<file path="config.mk">
export PLATFORM = sky130hd
export DESIGN_NAME = isdn_interrupt_aggregator
export DESIGN_NICKNAME = d
export VERILOG_FILES = /design/src/design/isdn_irq_pkg.sv /design/src/design/isdn_interrupt_aggregator.sv
export VERILOG_INCLUDE_DIRS = /design/src /design/src/design
export SDC_FILE = /design/constraint.sdc
export NUM_CORES = 1
export LEC_CHECK = 0
export BUFFER_PORTS_ARGS = -buffer_cell sky130_fd_sc_hd__buf_2
export CORE_MARGIN = 3
export CORE_UTILIZATION = 45
export CTS_BUF_LIST = sky130_fd_sc_hd__clkbuf_8
export CTS_CLUSTER_SIZE = 24
export DETAILED_ROUTE_END_ITERATION = 7
export GPL_TIMING_DRIVEN = 0
export PLACE_DENSITY = 0.74
export REMOVE_ABC_BUFFERS = 1
export SLEW_MARGIN = 20
export SYNTH_ARGS = -nofsm -noshare
export SYNTH_HDL_FRONTEND = slang
export SYNTH_SLANG_ARGS = --single-unit
</file>
<file path="constraint.sdc">
create_clock -name clk_i -period 2.5 [get_ports clk_i]
set_clock_uncertainty 0.15 [all_clocks]
set_input_delay 0.25 -clock clk_i [delete_from_list [all_inputs] [get_ports clk_i]]
set_output_delay 0.25 -clock clk_i [all_outputs]
set_load 0.1 [all_outputs]
</file>
<file path="src/design/isdn_irq_defines.svh">
/*
 Register offsets, field positions and reset values of the interrupt aggregator.
 Assumes inclusion by bare name from the design folder.
*/
`ifndef ISDN_IRQ_DEFINES_SVH
`define ISDN_IRQ_DEFINES_SVH

// Register offsets on the 8-bit processor port
`define ADDR_MAIN_STATUS 8'h20
`define ADDR_EXT_STATUS 8'h24
`define ADDR_CODE_RX_ZERO 8'h31
`define ADDR_MON_RX_ZERO 8'h32
`define ADDR_CODE_RX_ONE 8'h33
`define ADDR_MON_RX_ONE 8'h34
`define ADDR_MON_STATUS 8'h3a
`define ADDR_SQ_REG 8'h3b

// Main status bits that summarise other registers
`define BIT_EXT_SUMMARY 0
`define BIT_CODE_SUMMARY 2
`define SUMMARY_BITS 8'h05

// Enable bits of the S/Q transmit register
`define BIT_SQ_CHANGE_EN 4
`define BIT_CH1_CHANGE_EN 5

// Extended register bit of the monitor status source
`define BIT_MON_SOURCE 2

// Reset values
`define MASK_RESET 8'h00
`define SQ_TX_RESET 8'h00
`define MON_CTRL_RESET 8'h00
`define READ_IDLE 8'h00

`endif

</file>
<file path="src/design/isdn_irq_pkg.sv">
/*
 Carrier types of the interrupt aggregator.
 Assumes all producers run on the aggregator clock.
*/
package isdn_irq_pkg;

    typedef struct packed {
        logic rd;
        logic wr;
        logic [7:0] addr;
        logic [7:0] wdata;
    } reg_req_t;

    typedef struct packed {
        logic rme;
        logic rpf;
        logic rsc;
        logic xpr;
        logic tin;
        logic sin;
    } main_evt_t;

    typedef struct packed {
        logic xmr;
        logic xdu;
        logic pce;
        logic rfo;
        logic sov;
        logic saw;
        logic wov;
    } ext_evt_t;

    typedef struct packed {
        logic valid;
        logic [5:0] code;
    } code_in_t;

    typedef struct packed {
        logic monitor_handshake_bit;
        logic [7:0] data;
        logic eor;
        logic ack;
        logic abort;
    } mon_in_t;

endpackage

</file>
<file path="src/design/isdn_interrupt_aggregator.sv">
/*
 Interrupt aggregation for the ISDN S/T controller: main status and mask,
 extended status, buffered code receive registers and monitor status.
 Assumes a decoded one-cycle read/write strobe port and event sources on clk_i.
*/
`include "isdn_irq_defines.svh"

module isdn_interrupt_aggregator (
    input wire logic clk_i,
    input wire logic rst_n_i,
    input wire isdn_irq_pkg::reg_req_t bus_i,
    output logic [7:0] rdata_o,
    input wire isdn_irq_pkg::main_evt_t main_evt_i,
    input wire isdn_irq_pkg::ext_evt_t ext_evt_i,
    input wire isdn_irq_pkg::code_in_t sq_code_i,
    input wire isdn_irq_pkg::code_in_t ch0_code_i,
    input wire isdn_irq_pkg::code_in_t ch1_code_i,
    input wire isdn_irq_pkg::mon_in_t [1:0] mon_i,
    output logic irq_request_pin_low_o
);

    // Register strobes
    logic rd_main;
    logic rd_ext;
    logic rd_code_zero;
    logic rd_code_one;
    logic rd_sq;
    logic rd_mon_status;
    logic wr_mask;
    logic wr_sq;
    logic wr_mon_ctrl;

    assign rd_main = bus_i.rd && (bus_i.addr == `ADDR_MAIN_STATUS);
    assign rd_ext = bus_i.rd && (bus_i.addr == `ADDR_EXT_STATUS);
    assign rd_code_zero = bus_i.rd && (bus_i.addr == `ADDR_CODE_RX_ZERO);
    assign rd_code_one = bus_i.rd && (bus_i.addr == `ADDR_CODE_RX_ONE);
    assign rd_sq = bus_i.rd && (bus_i.addr == `ADDR_SQ_REG);
    assign rd_mon_status = bus_i.rd && (bus_i.addr == `ADDR_MON_STATUS);
    assign wr_mask = bus_i.wr && (bus_i.addr == `ADDR_MAIN_STATUS);
    assign wr_sq = bus_i.wr && (bus_i.addr == `ADDR_SQ_REG);
    assign wr_mon_ctrl = bus_i.wr && (bus_i.addr == `ADDR_MON_STATUS);

    // Software-written control
    logic [7:0] interrupt_mask;
    logic [7:0] sq_transmit_reg;
    logic [7:0] mon_ctrl;

    always_ff @(posedge clk_i) begin
        if (!rst_n_i) begin
            interrupt_mask <= `MASK_RESET;
        end else if (wr_mask) begin
            interrupt_mask <= bus_i.wdata;
        end
    end

    always_ff @(posedge clk_i) begin
        if (!rst_n_i) begin
            sq_transmit_reg <= `SQ_TX_RESET;
        end else if (wr_sq) begin
            sq_transmit_reg <= bus_i.wdata;
        end
    end

    always_ff @(posedge clk_i) begin
        if (!rst_n_i) begin
            mon_ctrl <= `MON_CTRL_RESET;
        end else if (wr_mon_ctrl) begin
            mon_ctrl <= bus_i.wdata;
        end
    end

    // Code receive channels: 0 S/Q, 1 channel 0, 2 channel 1
    isdn_irq_pkg::code_in_t code_in [3];
    logic [2:0] code_read;
    logic [5:0] code_cur [3];
    logic [2:0] code_flag;
    logic [2:0] code_enable;
    logic sq_change_flag;
    logic ch0_code_change_flag;
    logic ch1_code_change_flag;
    logic code_change_summary_bit;

    assign code_in[0] = sq_code_i;
    assign code_in[1] = ch0_code_i;
    assign code_in[2] = ch1_code_i;
    assign code_read = {rd_code_one, rd_code_zero, rd_sq};

    assign code_enable = {sq_transmit_reg[`BIT_CH1_CHANGE_EN], 1'b1,
                          sq_transmit_reg[`BIT_SQ_CHANGE_EN]};
    assign sq_change_flag = code_flag[0] & code_enable[0];
    assign ch0_code_change_flag = code_flag[1];
    assign ch1_code_change_flag = code_flag[2] & code_enable[2];

    // Summary of the three change flags
    assign code_change_summary_bit = sq_change_flag | ch0_code_change_flag
                                     | ch1_code_change_flag;

    for (genvar i = 0; i < 3; i++) begin : g_code
        logic [5:0] held;
        logic held_valid;
        logic unread;
        logic [5:0] latest;
        logic new_code;
        logic load;

        assign latest = held_valid ? held : code_cur[i];
        assign new_code = code_in[i].valid && (code_in[i].code != latest);
        // Load only once old code read
        assign load = (code_read[i] && held_valid)
                      || (new_code && (!unread || code_read[i]));

        always_ff @(posedge clk_i) begin
            if (!rst_n_i) begin
                code_cur[i] <= 6'h00;
                held <= 6'h00;
                held_valid <= 1'b0;
                unread <= 1'b0;
            end else if (code_read[i] && held_valid) begin
                code_cur[i] <= held;
                unread <= 1'b1;
                held_valid <= new_code;
                if (new_code) begin
                    held <= code_in[i].code;
                end
            end else if (new_code && unread && !code_read[i]) begin
                held <= code_in[i].code;
                held_valid <= 1'b1;
            end else if (new_code) begin
                code_cur[i] <= code_in[i].code;
                unread <= 1'b1;
            end else if (code_read[i]) begin
                unread <= 1'b0;
            end
        end

        // Flags cleared by register zero read
        always_ff @(posedge clk_i) begin
            if (!rst_n_i) begin
                code_flag[i] <= 1'b0;
            end else if (load) begin
                code_flag[i] <= 1'b1;
            end else if (rd_code_zero) begin
                code_flag[i] <= 1'b0;
            end
        end
    end

    // Monitor channels
    logic [3:0] mon_bits [2];
    logic [7:0] mon_data [2];
    logic [1:0] mon_new;

    for (genvar c = 0; c < 2; c++) begin : g_mon
        logic mx_q;
        logic in_packet;
        logic byte_rx;
        logic rx_en;
        logic rx_ctrl;
        logic tx_en;
        logic take_byte;
        logic [3:0] sets;

        assign rx_en = mon_ctrl[4 * c + 3];
        assign rx_ctrl = mon_ctrl[4 * c + 2];
        assign tx_en = mon_ctrl[4 * c + 1];
        assign byte_rx = mx_q && !mon_i[c].monitor_handshake_bit;
        // First byte only without control enable
        assign take_byte = byte_rx && rx_en && (rx_ctrl || !in_packet);
        assign sets = {take_byte, mon_i[c].eor && rx_en,
                       mon_i[c].ack && tx_en, mon_i[c].abort && tx_en};
        assign mon_new[c] = |sets;

        always_ff @(posedge clk_i) begin
            if (!rst_n_i) begin
                mx_q <= 1'b1;
            end else begin
                mx_q <= mon_i[c].monitor_handshake_bit;
            end
        end

        always_ff @(posedge clk_i) begin
            if (!rst_n_i) begin
                in_packet <= 1'b0;
            end else if (mon_i[c].eor || mon_i[c].abort) begin
                in_packet <= 1'b0;
            end else if (byte_rx) begin
                in_packet <= 1'b1;
            end
        end

        always_ff @(posedge clk_i) begin
            if (!rst_n_i) begin
                mon_data[c] <= 8'h00;
            end else if (take_byte) begin
                mon_data[c] <= mon_i[c].data;
            end
        end

        // Read clears, new event wins
        always_ff @(posedge clk_i) begin
            if (!rst_n_i) begin
                mon_bits[c] <= 4'h0;
            end else begin
                mon_bits[c] <= (rd_mon_status ? 4'h0 : mon_bits[c]) | sets;
            end
        end
    end

    // Extended status
    logic [7:0] extended_irq_status;
    logic [7:0] ext_set;
    logic extended_summary_bit;

    // Extended sources, monitor in its own bit
    always_comb begin
        ext_set = {ext_evt_i.xmr, ext_evt_i.xdu, ext_evt_i.pce, ext_evt_i.rfo,
                   ext_evt_i.sov, 1'b0, ext_evt_i.saw, ext_evt_i.wov};
        ext_set[`BIT_MON_SOURCE] = |mon_new;
    end

    always_ff @(posedge clk_i) begin
        if (!rst_n_i) begin
            extended_irq_status <= 8'h00;
        end else begin
            extended_irq_status <= (rd_ext ? 8'h00 : extended_irq_status) | ext_set;
        end
    end

    assign extended_summary_bit = |extended_irq_status;

    // Main status
    logic [7:0] main_pending;
    logic [7:0] main_set;
    logic [7:0] main_clear;
    logic [7:0] main_irq_status;
    logic [7:0] main_visible;

    assign main_set = {main_evt_i.rme, main_evt_i.rpf, main_evt_i.rsc, main_evt_i.xpr,
                       main_evt_i.tin, 1'b0, main_evt_i.sin, 1'b0};

    always_comb begin
        main_irq_status = main_pending;
        main_irq_status[`BIT_EXT_SUMMARY] = extended_summary_bit;
        main_irq_status[`BIT_CODE_SUMMARY] = code_change_summary_bit;
    end

    assign main_visible = (main_irq_status & ~interrupt_mask)
                          | (main_irq_status & `SUMMARY_BITS);

    assign main_clear = rd_main ? (~interrupt_mask & ~`SUMMARY_BITS) : 8'h00;

    always_ff @(posedge clk_i) begin
        if (!rst_n_i) begin
            main_pending <= 8'h00;
        end else begin
            main_pending <= (main_pending & ~main_clear) | main_set;
        end
    end

    // OR of unmasked bits, low active
    always_ff @(posedge clk_i) begin
        if (!rst_n_i) begin
            irq_request_pin_low_o <= 1'b1;
        end else begin
            // Level held while any unmasked bit set
            irq_request_pin_low_o <= ~|(main_irq_status & ~interrupt_mask);
        end
    end

    // Read data
    logic [7:0] next_rdata;
    logic mx_one_q;

    always_comb begin
        unique case (bus_i.addr)
            `ADDR_MAIN_STATUS: next_rdata = main_visible;
            `ADDR_EXT_STATUS: next_rdata = extended_irq_status;
            `ADDR_CODE_RX_ZERO: next_rdata = {sq_change_flag, 1'b0, code_cur[1][3:0],
                                              ch0_code_change_flag, ch1_code_change_flag};
            `ADDR_MON_RX_ZERO: next_rdata = mon_data[0];
            `ADDR_CODE_RX_ONE: next_rdata = {code_cur[2],
                                             mon_i[1].monitor_handshake_bit, mx_one_q};
            `ADDR_MON_RX_ONE: next_rdata = mon_data[1];
            `ADDR_MON_STATUS: next_rdata = {mon_bits[1], mon_bits[0]};
            `ADDR_SQ_REG: next_rdata = {sq_transmit_reg[7:6],
                                        sq_transmit_reg[`BIT_CH1_CHANGE_EN], 1'b0,
                                        code_cur[0][3:0]};
            default: next_rdata = `READ_IDLE;
        endcase
    end

    always_ff @(posedge clk_i) begin
        if (!rst_n_i) begin
            mx_one_q <= 1'b1;
        end else begin
            mx_one_q <= mon_i[1].monitor_handshake_bit;
        end
    end

    always_ff @(posedge clk_i) begin
        if (!rst_n_i) begin
            rdata_o <= `READ_IDLE;
        end else if (bus_i.rd) begin
            rdata_o <= next_rdata;
        end
    end

endmodule

</file>
Word level (Yosys, flattened, before mapping)
Memory sizes are Yosys's and may differ from the RTL's.
Index checks and enable logic that the tools add are counted.
{"block": "totals", "ff_bits": 80, "mem_bits_rw": 42, "inputBits": 78, "out_inout_bits": 9, "word_cells": 224, "n_memories": 3}
{"block": "op_classes", "n_eq_ne": 17, "n_mux": 80, "bitwise": 24, "reduce_logical": 77}
{"name": "code_cur", "depth": 3, "width": 6, "read_ports": 3, "rd_ports_with_merged_regs": 0, "write_ports": 3, "line": "isdn_interrupt_aggregator.sv:75", "rtl": "logic [5:0] code_cur [3];"}
{"name": "mon_data", "depth": 2, "width": 8, "read_ports": 2, "rd_ports_with_merged_regs": 0, "write_ports": 2, "line": "isdn_interrupt_aggregator.sv:150", "rtl": "logic [7:0] mon_data [2];"}
{"name": "mon_bits", "depth": 2, "width": 4, "read_ports": 2, "rd_ports_with_merged_regs": 0, "write_ports": 2, "line": "isdn_interrupt_aggregator.sv:149", "rtl": "logic [3:0] mon_bits [2];"}
{"op": "two-way mux 6 bit", "n": 18}
{"op": "equality test 8 x 6 -> 1 bit (second input constant)", "n": 8}
{"op": "one-hot mux 8 bit (8 select lines)", "n": 1}
{"op": "two-way mux 1 bit", "n": 53}
{"op": "logical AND 1 bit", "n": 36}
{"op": "two-way mux 8 bit", "n": 4}
{"op": "OR reduction 8 bit", "n": 3}
{"op": "!= test 6 bit", "n": 3}
{"op": "bitwise AND 8 bit", "n": 2}
{"op": "two-way mux 4 bit", "n": 4}
{"op": "inverter 8 bit", "n": 2}
{"op": "OR 8 bit", "n": 2}
{"op": "!= test 2 bit (second input constant)", "n": 6}
{"op": "OR 1 bit", "n": 12}
{"op": "AND reduction 2 bit", "n": 6}
{"op": "nonzero test 2 bit", "n": 6}
{"op": "logical NOT 1 bit", "n": 11}
{"op": "logical OR 1 bit", "n": 10}
{"op": "nonzero test 3 bit", "n": 3}
{"op": "OR 4 bit", "n": 2}
{"op": "OR 8 x 3 -> 8 bit", "n": 1}
{"op": "OR reduction 2 bit", "n": 2}
{"op": "bitwise AND 1 bit", "n": 2}
{"op": "inverter 1 bit", "n": 1}

Depth between registers and ports, before layout
Gate-level depths: netlist of run 1.
An unclocked memory read counts as a cell.
{"block": "logic_depth", "ltp_word": 11, "mapped_depth": 9, "depth_no_buf": 5}

Worst setup path after synthesis of run 1
OpenSTA, ideal clock, no wires.
{"block": "synth_timing", "kind": "register to register", "from": "register g_code[0].held_valid", "to": "memory code_cur[0][0] (enable)", "setup_ns": 0.377, "arrival_ns": 1.717, "t_required_ns": 1.973, "slack_ns": 0.256, "stages_incl_launch_ff": 8, "path_buffers": 2, "synth_period_minus_slack_ns": 2.244, "cell_sequence": "dfxtp_1 > buf_2 > buf_2 > mux2i_1 > xor2_1 > nand2_1 > o21ai_1 > o21ai_0"}
{"item": "start: declaration", "line": "isdn_interrupt_aggregator.sv:100", "rtl": "logic held_valid;"}
{"item": "start signal: assignment", "line": "isdn_interrupt_aggregator.sv:121", "rtl": "held_valid <= new_code;"}
{"item": "end: declaration", "line": "isdn_interrupt_aggregator.sv:75"}

==> results.cfg, run 1 <==
[critical_path]
cp_max_fo = 11
worstPathRequired_ns = 2.45
cp-end-kind = flip-flop
cp.arrival_ns = 2.38
critPathKind = primary input to flip-flop
start_kind = primary input

[logic_synthesis]
synth-seq-cells = 114
syn-cell-area_um2 = 5760
yosys.area_share.xor_xnor = 0.0274
synth_top_family_by_area = simple AND/OR/NAND/NOR gates
ys_async_sr_fraction = 0
yosysTopAreaCell = dfxtp_1
synthSimpleGateAreaFrac = 0.194
synth_edf_count = 34
synthTopCellsByArea = dfxtp_1 28%, edfxtp_1 18%, mux2i_1 7.6%
yosysSeqAreaShare = 0.455
syn_inst = 599
synth_compound_area_frac = 0.181
synth.top_cells.by_count = 80 x dfxtp_1, 79 x nand2_1, 44 x mux2i_1
synth.top_cell.area_share = 0.278
synth_warnings = 0
avgSynthCellArea_um2 = 9.62
synth_cell_types = 74
synthMuxAreaShare = 0.0986
synth_adder_area_share = 0
synthFlopType = dfxtp_1
yosysMostFrequentCell = dfxtp_1

[job]
max-cap-violations = 0

[placement]
placed_area_um2 = 6220
pre_cts_ws_ns = -0.298
place.gp.congestion = 0.863
portBuffers = 86
hpwl_um = 11100

[cells_and_area]
n_fill_cell = 1022
postLayoutCoreUtil = 0.595
diodes = 0
final_area_um2 = 7290
area_growth_pct = 26.6
seq_area_um2 = 2630
layout-drive-gt1-share = 0.196
reg.largest.list = code_cur x18, g_code.held x18, mon_data x16
multi_input_area_um2 = 2900
nNetsFinal = 810

[drt]
drc_errors = 0
drt_iter0_drc = 457
wire_per_inst_um = 17.7
drt-total-wl_um = 16200
routed_via_density = 5.70
drtAntennaViolNets = 0
first_pass_iters = 6
via_count = 5203

[floorplanning]
core_um2 = 12300
rows = 40
dieArea_um2 = 14200
die_x_um = 119
fp.dieH_um = 119
initial_utilization = 0.470
io_pins = 87

[worst_hold_path]
min_path_type = primary input to flip-flop

[timing]
rsz0062_at_grt = no
period_share = 0.973
slew_headroom = 0.350
fin_ws_ns = 0.0672
clock.fmax_ghz = 0.411
period_needed_ns = 2.43
drv_slew = 0
hold_viol_final = 0
setup_viol = 0
tightest_slew_ns = 0.967

[grt]
grt_pass1_vias = 5118
antenna_found_initial = 0
track_usage = 0.231
grt_pass1_wl_um = 26000
grt-ovfl-total = 0
grt_max_degree = 80

[clocking]
cts_num_sinks = 114
clk-insertion-delay-late_ns = 0.45
ctsLongestPathBuffers = 2
cts_tree = built
h-tree-depth = 4
root_buffer = clkbuf_8
cts_setup_buffers = 0
cts_buffers = 17
clk_pin_slew_worst_paths_ns = 0.07

[power]
p_per_area_nw_per_um2 = 592
cellLeakagePower_nw = 2.81
irDropWorstVdd_mv = 0.273
report.power.total_mw = 4.32

[status]
status = complete, no violations
final cells by class:
type / instances / area share
multi-input cells: 433 / 0.398
flip-flops and latches: 114 / 0.360
repair buffers: 154 / 0.154
clock buffers: 17 / 0.0321
well taps: 168 / 0.0288
clock inverters: 15 / 0.0208
inverters: 12 / 0.00617
metrics by stage:
stage,instances,setup TNS (ns),hold WS (ns)
floorplan,559,0,0.173
global placement,813,-56.77,0.298
detailed placement,814,-5.22,0.299
CTS,913,0,0.0279
global route,913,0,0.0715
finish,913,0,0.0549
cells in the final DEF (no fill, tap or decap), types with 4 or more instances in the layout:
master	count
edfxtp_1	34
a22oi_1	14
nor2b_1	11
buf_2	85
mux2i_1	44
o21a_1	13
dfxtp_1	77
dlygate4sd3_1	67
nand4_1	7
mux2_2	5
inv_1	14
and3_1	18
nor2_1	36
nor4_1	9
a21oi_1	37
a31oi_1	4
xnor2_1	6
nand3_1	23
o21ai_0	20
xor2_1	12
a22o_1	10
clkinv_2	7
nand2b_1	4
o31ai_1	7
clkbuf_8	17
nand2_1	79
timing repair:
action                                  in CTS  in global routing
gates resized for setup                      5                  3
hold buffers                                67                  0
pin swaps                                    0                  1
endpoints found under the hold margin       80                  0
endpoints found under the setup margin      24                 28
where the power goes:
part	internal (mW)	leakage (nW)	switching [mW]
sequential	1.99	1.01	0.0634
combinational	0.257	1.59	0.291
clock	0.958	0.208	0.762
total	3.20	2.81	1.12
critical path: stages:
cell and delay (ns):
dlygate4sd3_1 0.53, buf_2 0.14, nor2b_1 0.18, nand2_1 0.07, a21oi_1 0.74, nand2b_1 0.45
per-layer routing:
| metal | share of wire | vias to the layer above | track usage | wire length [um] |
|---|---|---|---|---|
| li1 | - | 2489 | - | - |
| met1 | 0.44 | 2467 | 0.300 | 7050 |
| met2 | 0.49 | 228 | 0.381 | 7850 |
| met5 | 0 | - | 0 | 0 |
| met4 | 0.0084 | 0 | 0.0630 | 135 |
| met3 | 0.070 | 19 | 0.0603 | 1130 |
cells by family (layout without fill, tap and decap cells):
kind of cell / count (synthesis) / count (layout)
AO/OA/AOI/OAI: 149 / 149
XOR/XNOR: 18 / 18
buffers and inverters: 52 / 198
flip-flops: 114 / 114
multiplexers: 52 / 52
AND/OR/NAND/NOR: 214 / 214
worst paths after layout:
| check | from | to | slack [ns] | cells past startpoint |
|---|---|---|---|---|
| max | mon_i[23] | mon_data[1][4] | 0.07 | 6 |
| min | bus_i[16] | interrupt_mask[2] | 0.05 | 3 |
| max reg2reg | g_code[1].held_valid | code_cur[1][3] | 0.14 | 5 |
| min reg2reg | rdata_o[7] | rdata_o[7] | 0.32 | 2 |
No activity file was read; power rests on OpenSTA's default activity.
==> run 2: changes to the inputs <==
--- a/config.mk
+++ b/config.mk
@@ -14,7 +14,6 @@
 export DETAILED_ROUTE_END_ITERATION = 7
 export GPL_TIMING_DRIVEN = 0
 export PLACE_DENSITY = 0.74
-export REMOVE_ABC_BUFFERS = 1
 export SLEW_MARGIN = 20
 export SYNTH_ARGS = -nofsm -noshare
 export SYNTH_HDL_FRONTEND = slang
==> run 2 against run 1 <==
Fmax rose by 3.2%. Combinational power increased by 9.5%. Clock-buffer cell count up 2. First-iteration DRC count up 48%. Final area increased by 4.1%. Core utilization grew 2.4 points. Global-route usage up 1.7 points. Sequential power hardly changed. Sequential share of layout area fell by 1.5 points. Non-clock buffer count rose by 39. Cell count is 4.3% higher. Wire length grew 7.0%.
==> results.cfg, run 2 (synthesized netlist as in run 1, its figures left out) <==
[timing]
setup_viol = 0
slew_headroom = 0.323
period_share = 0.943
period_needed_ns = 2.36
rsz0062_at_grt = no
fin_setup_tns_ns = 0
fin_ws_ns = 0.142
tightest_slew_ns = 1.01
drv_slew = 0
hold_viol_final = 0
clock.fmax_ghz = 0.424

[cells_and_area]
nNetsFinal = 849
final_area_um2 = 7590
final_cell_mix = 93 x buf_2, 80 x dfxtp_1, 79 x nand2_1
instances_no_fill = 952
final_common_cell = buf_2
reg.largest.list = code_cur x18, g_code.held x18, mon_data x16
area_growth_pct = 31.8
layout-drive-gt1-share = 0.203
n_fill_cell = 1022
multi_input_area_um2 = 2910
seq_area_um2 = 2620
diodes = 0

[grt]
grt_pass1_wl_um = 27600
antenna_found_initial = 0
grt-ovfl-total = 0
grt_pass1_vias = 5400
grt_max_degree = 17
track_usage = 0.248

[floorplanning]
io_pins = 87
core_um2 = 12300
rows = 40
initial_utilization = 0.470
fp.dieH_um = 119
die_x_um = 119
dieArea_um2 = 14200

[critical_path]
critPathBufInv = 1
cp-end-kind = flip-flop
slowest_delay_ns = 0.51
worstPathRequired_ns = 2.54
ff2ff_path_depth = 6
cp_max_fo = 10
cpMaxStageDelayCell = nor4_4
cp.arrival_ns = 2.40
path_delay_family = compound AO/OA/AOI/OAI gates
worst-path-stages = 6
crit_chain = buf_6 > mux2i_1 > xnor2_1 > nor4_4 > a21oi_1 > a21o_1
start_kind = flip-flop
critPathKind = flip-flop to flip-flop

[power]
irDropWorstVdd_mv = 0.378
cellLeakagePower_nw = 2.96
p_per_area_nw_per_um2 = 629
switchingPower_mw = 1.18
p_int_mw = 3.60
power_frac_comb = 0.126
clkPwrFrac = 0.448
seq_power_share = 0.427
power_switching_share = 0.246

[clocking]
cts_setup_buffers = 0
cts_buffers = 17
h-tree-depth = 4
ctsLongestPathBuffers = 2
cts_num_sinks = 114
clk-insertion-delay-late_ns = 0.46
cts_tree = built
clk_pin_slew_worst_paths_ns = 0.07
root_buffer = clkbuf_8

[status]
status = complete, no violations

[placement]
portBuffers = 84
placed_area_um2 = 6390
pre_cts_ws_ns = -0.285
hpwl_um = 12500
post-place-cells = 851
place.gp.congestion = 0.941

[drt]
wire_per_inst_um = 18.2
routed_via_density = 5.64
drt_iter0_drc = 676
via_count = 5373
drc_errors = 0
drt-total-wl_um = 17300
drtAntennaViolNets = 0
first_pass_iters = 5

[worst_hold_path]
min_path_type = primary input to flip-flop
hold_depth = 4

[job]
max-cap-violations = 0

[logic_synthesis]
synth.net_count = 677
run 2: cell types whose count changed in the layout (fill, tap and decap cells not counted), sizes merged:
cell,previous run,this run
clkbuf,17,39
dlygate4sd3,67,69
inv,15,14
bufinv,3,6
buf,87,104
clkinvlp,2,0
clkinv,7,5
run 2: area by class of cell:
cell class,count,share of cell area
plain buffers,40,0.0274
multi-input cells,433,0.383
flip-flops and latches,114,0.345
clock buffers,19,0.0344
inverters,12,0.00593
repair buffers,153,0.146
clock inverters,13,0.0302
well taps,168,0.0277
run 2: power groups by stage:
stage / registers [mW] / logic, mW / clock network [mW]
floorplan: 2.06 / 0.326 / 0
global placement: 2.07 / 0.490 / 0
detailed placement: 2.08 / 0.504 / 0
CTS: 2.04 / 0.589 / 2.17
global route: 2.04 / 0.649 / 2.24
finish: 2.04 / 0.600 / 2.14
run 2: final timing paths:
| kind | startpoint | end | slack [ns] |
|---|---|---|---|
| worst max register to register | g_code[2].held_valid | code_cur[2][2] | 0.14 |
| worst max-delay path | g_code[2].held_valid | code_cur[2][2] | 0.14 |
| worst min register to register | rdata_o[5] | rdata_o[5] | 0.31 |
| worst min-delay path | bus_i[14] | rdata_o[6] | 0.17 |
run 2: worst reg2reg max path: cells and delay by family (launching register included):
kind                      cells  cell delay, ns
buffers and inverters         1            0.17
and+or+nand+nor               1            0.52
DFF                           1            0.37
muxes                         1            0.22
xor gates and xnor gates      1            0.13
AOI/OAI and AO/OA             2            0.53
run 2: per-layer routing:
layer	share of wire	up-vias	GRT usage
met5	0	-	0
met1	0.43	2578	0.317
li1	-	2557	-
met3	0.066	26	0.0613
met4	0.016	0	0.0782
met2	0.49	212	0.412
run 2: what timing repair did:
action | in CTS | in global routing
endpoints found under the setup margin | 12 | 6
hold endpoints to repair | 83 | 0
gates resized for setup | 3 | 2
hold buffers | 69 | 0
run 2: per-stage QoR:
step	util	total power [mW]	hold WS, ns
3_3_place_gp	0.521	2.56	0.296
3_5_place_dp	0.521	2.58	0.292
2_1_floorplan	-	2.39	0.178
5_1_grt	0.619	4.93	0.182
6_report	0.619	4.78	0.175
4_1_cts	0.618	4.79	0.133
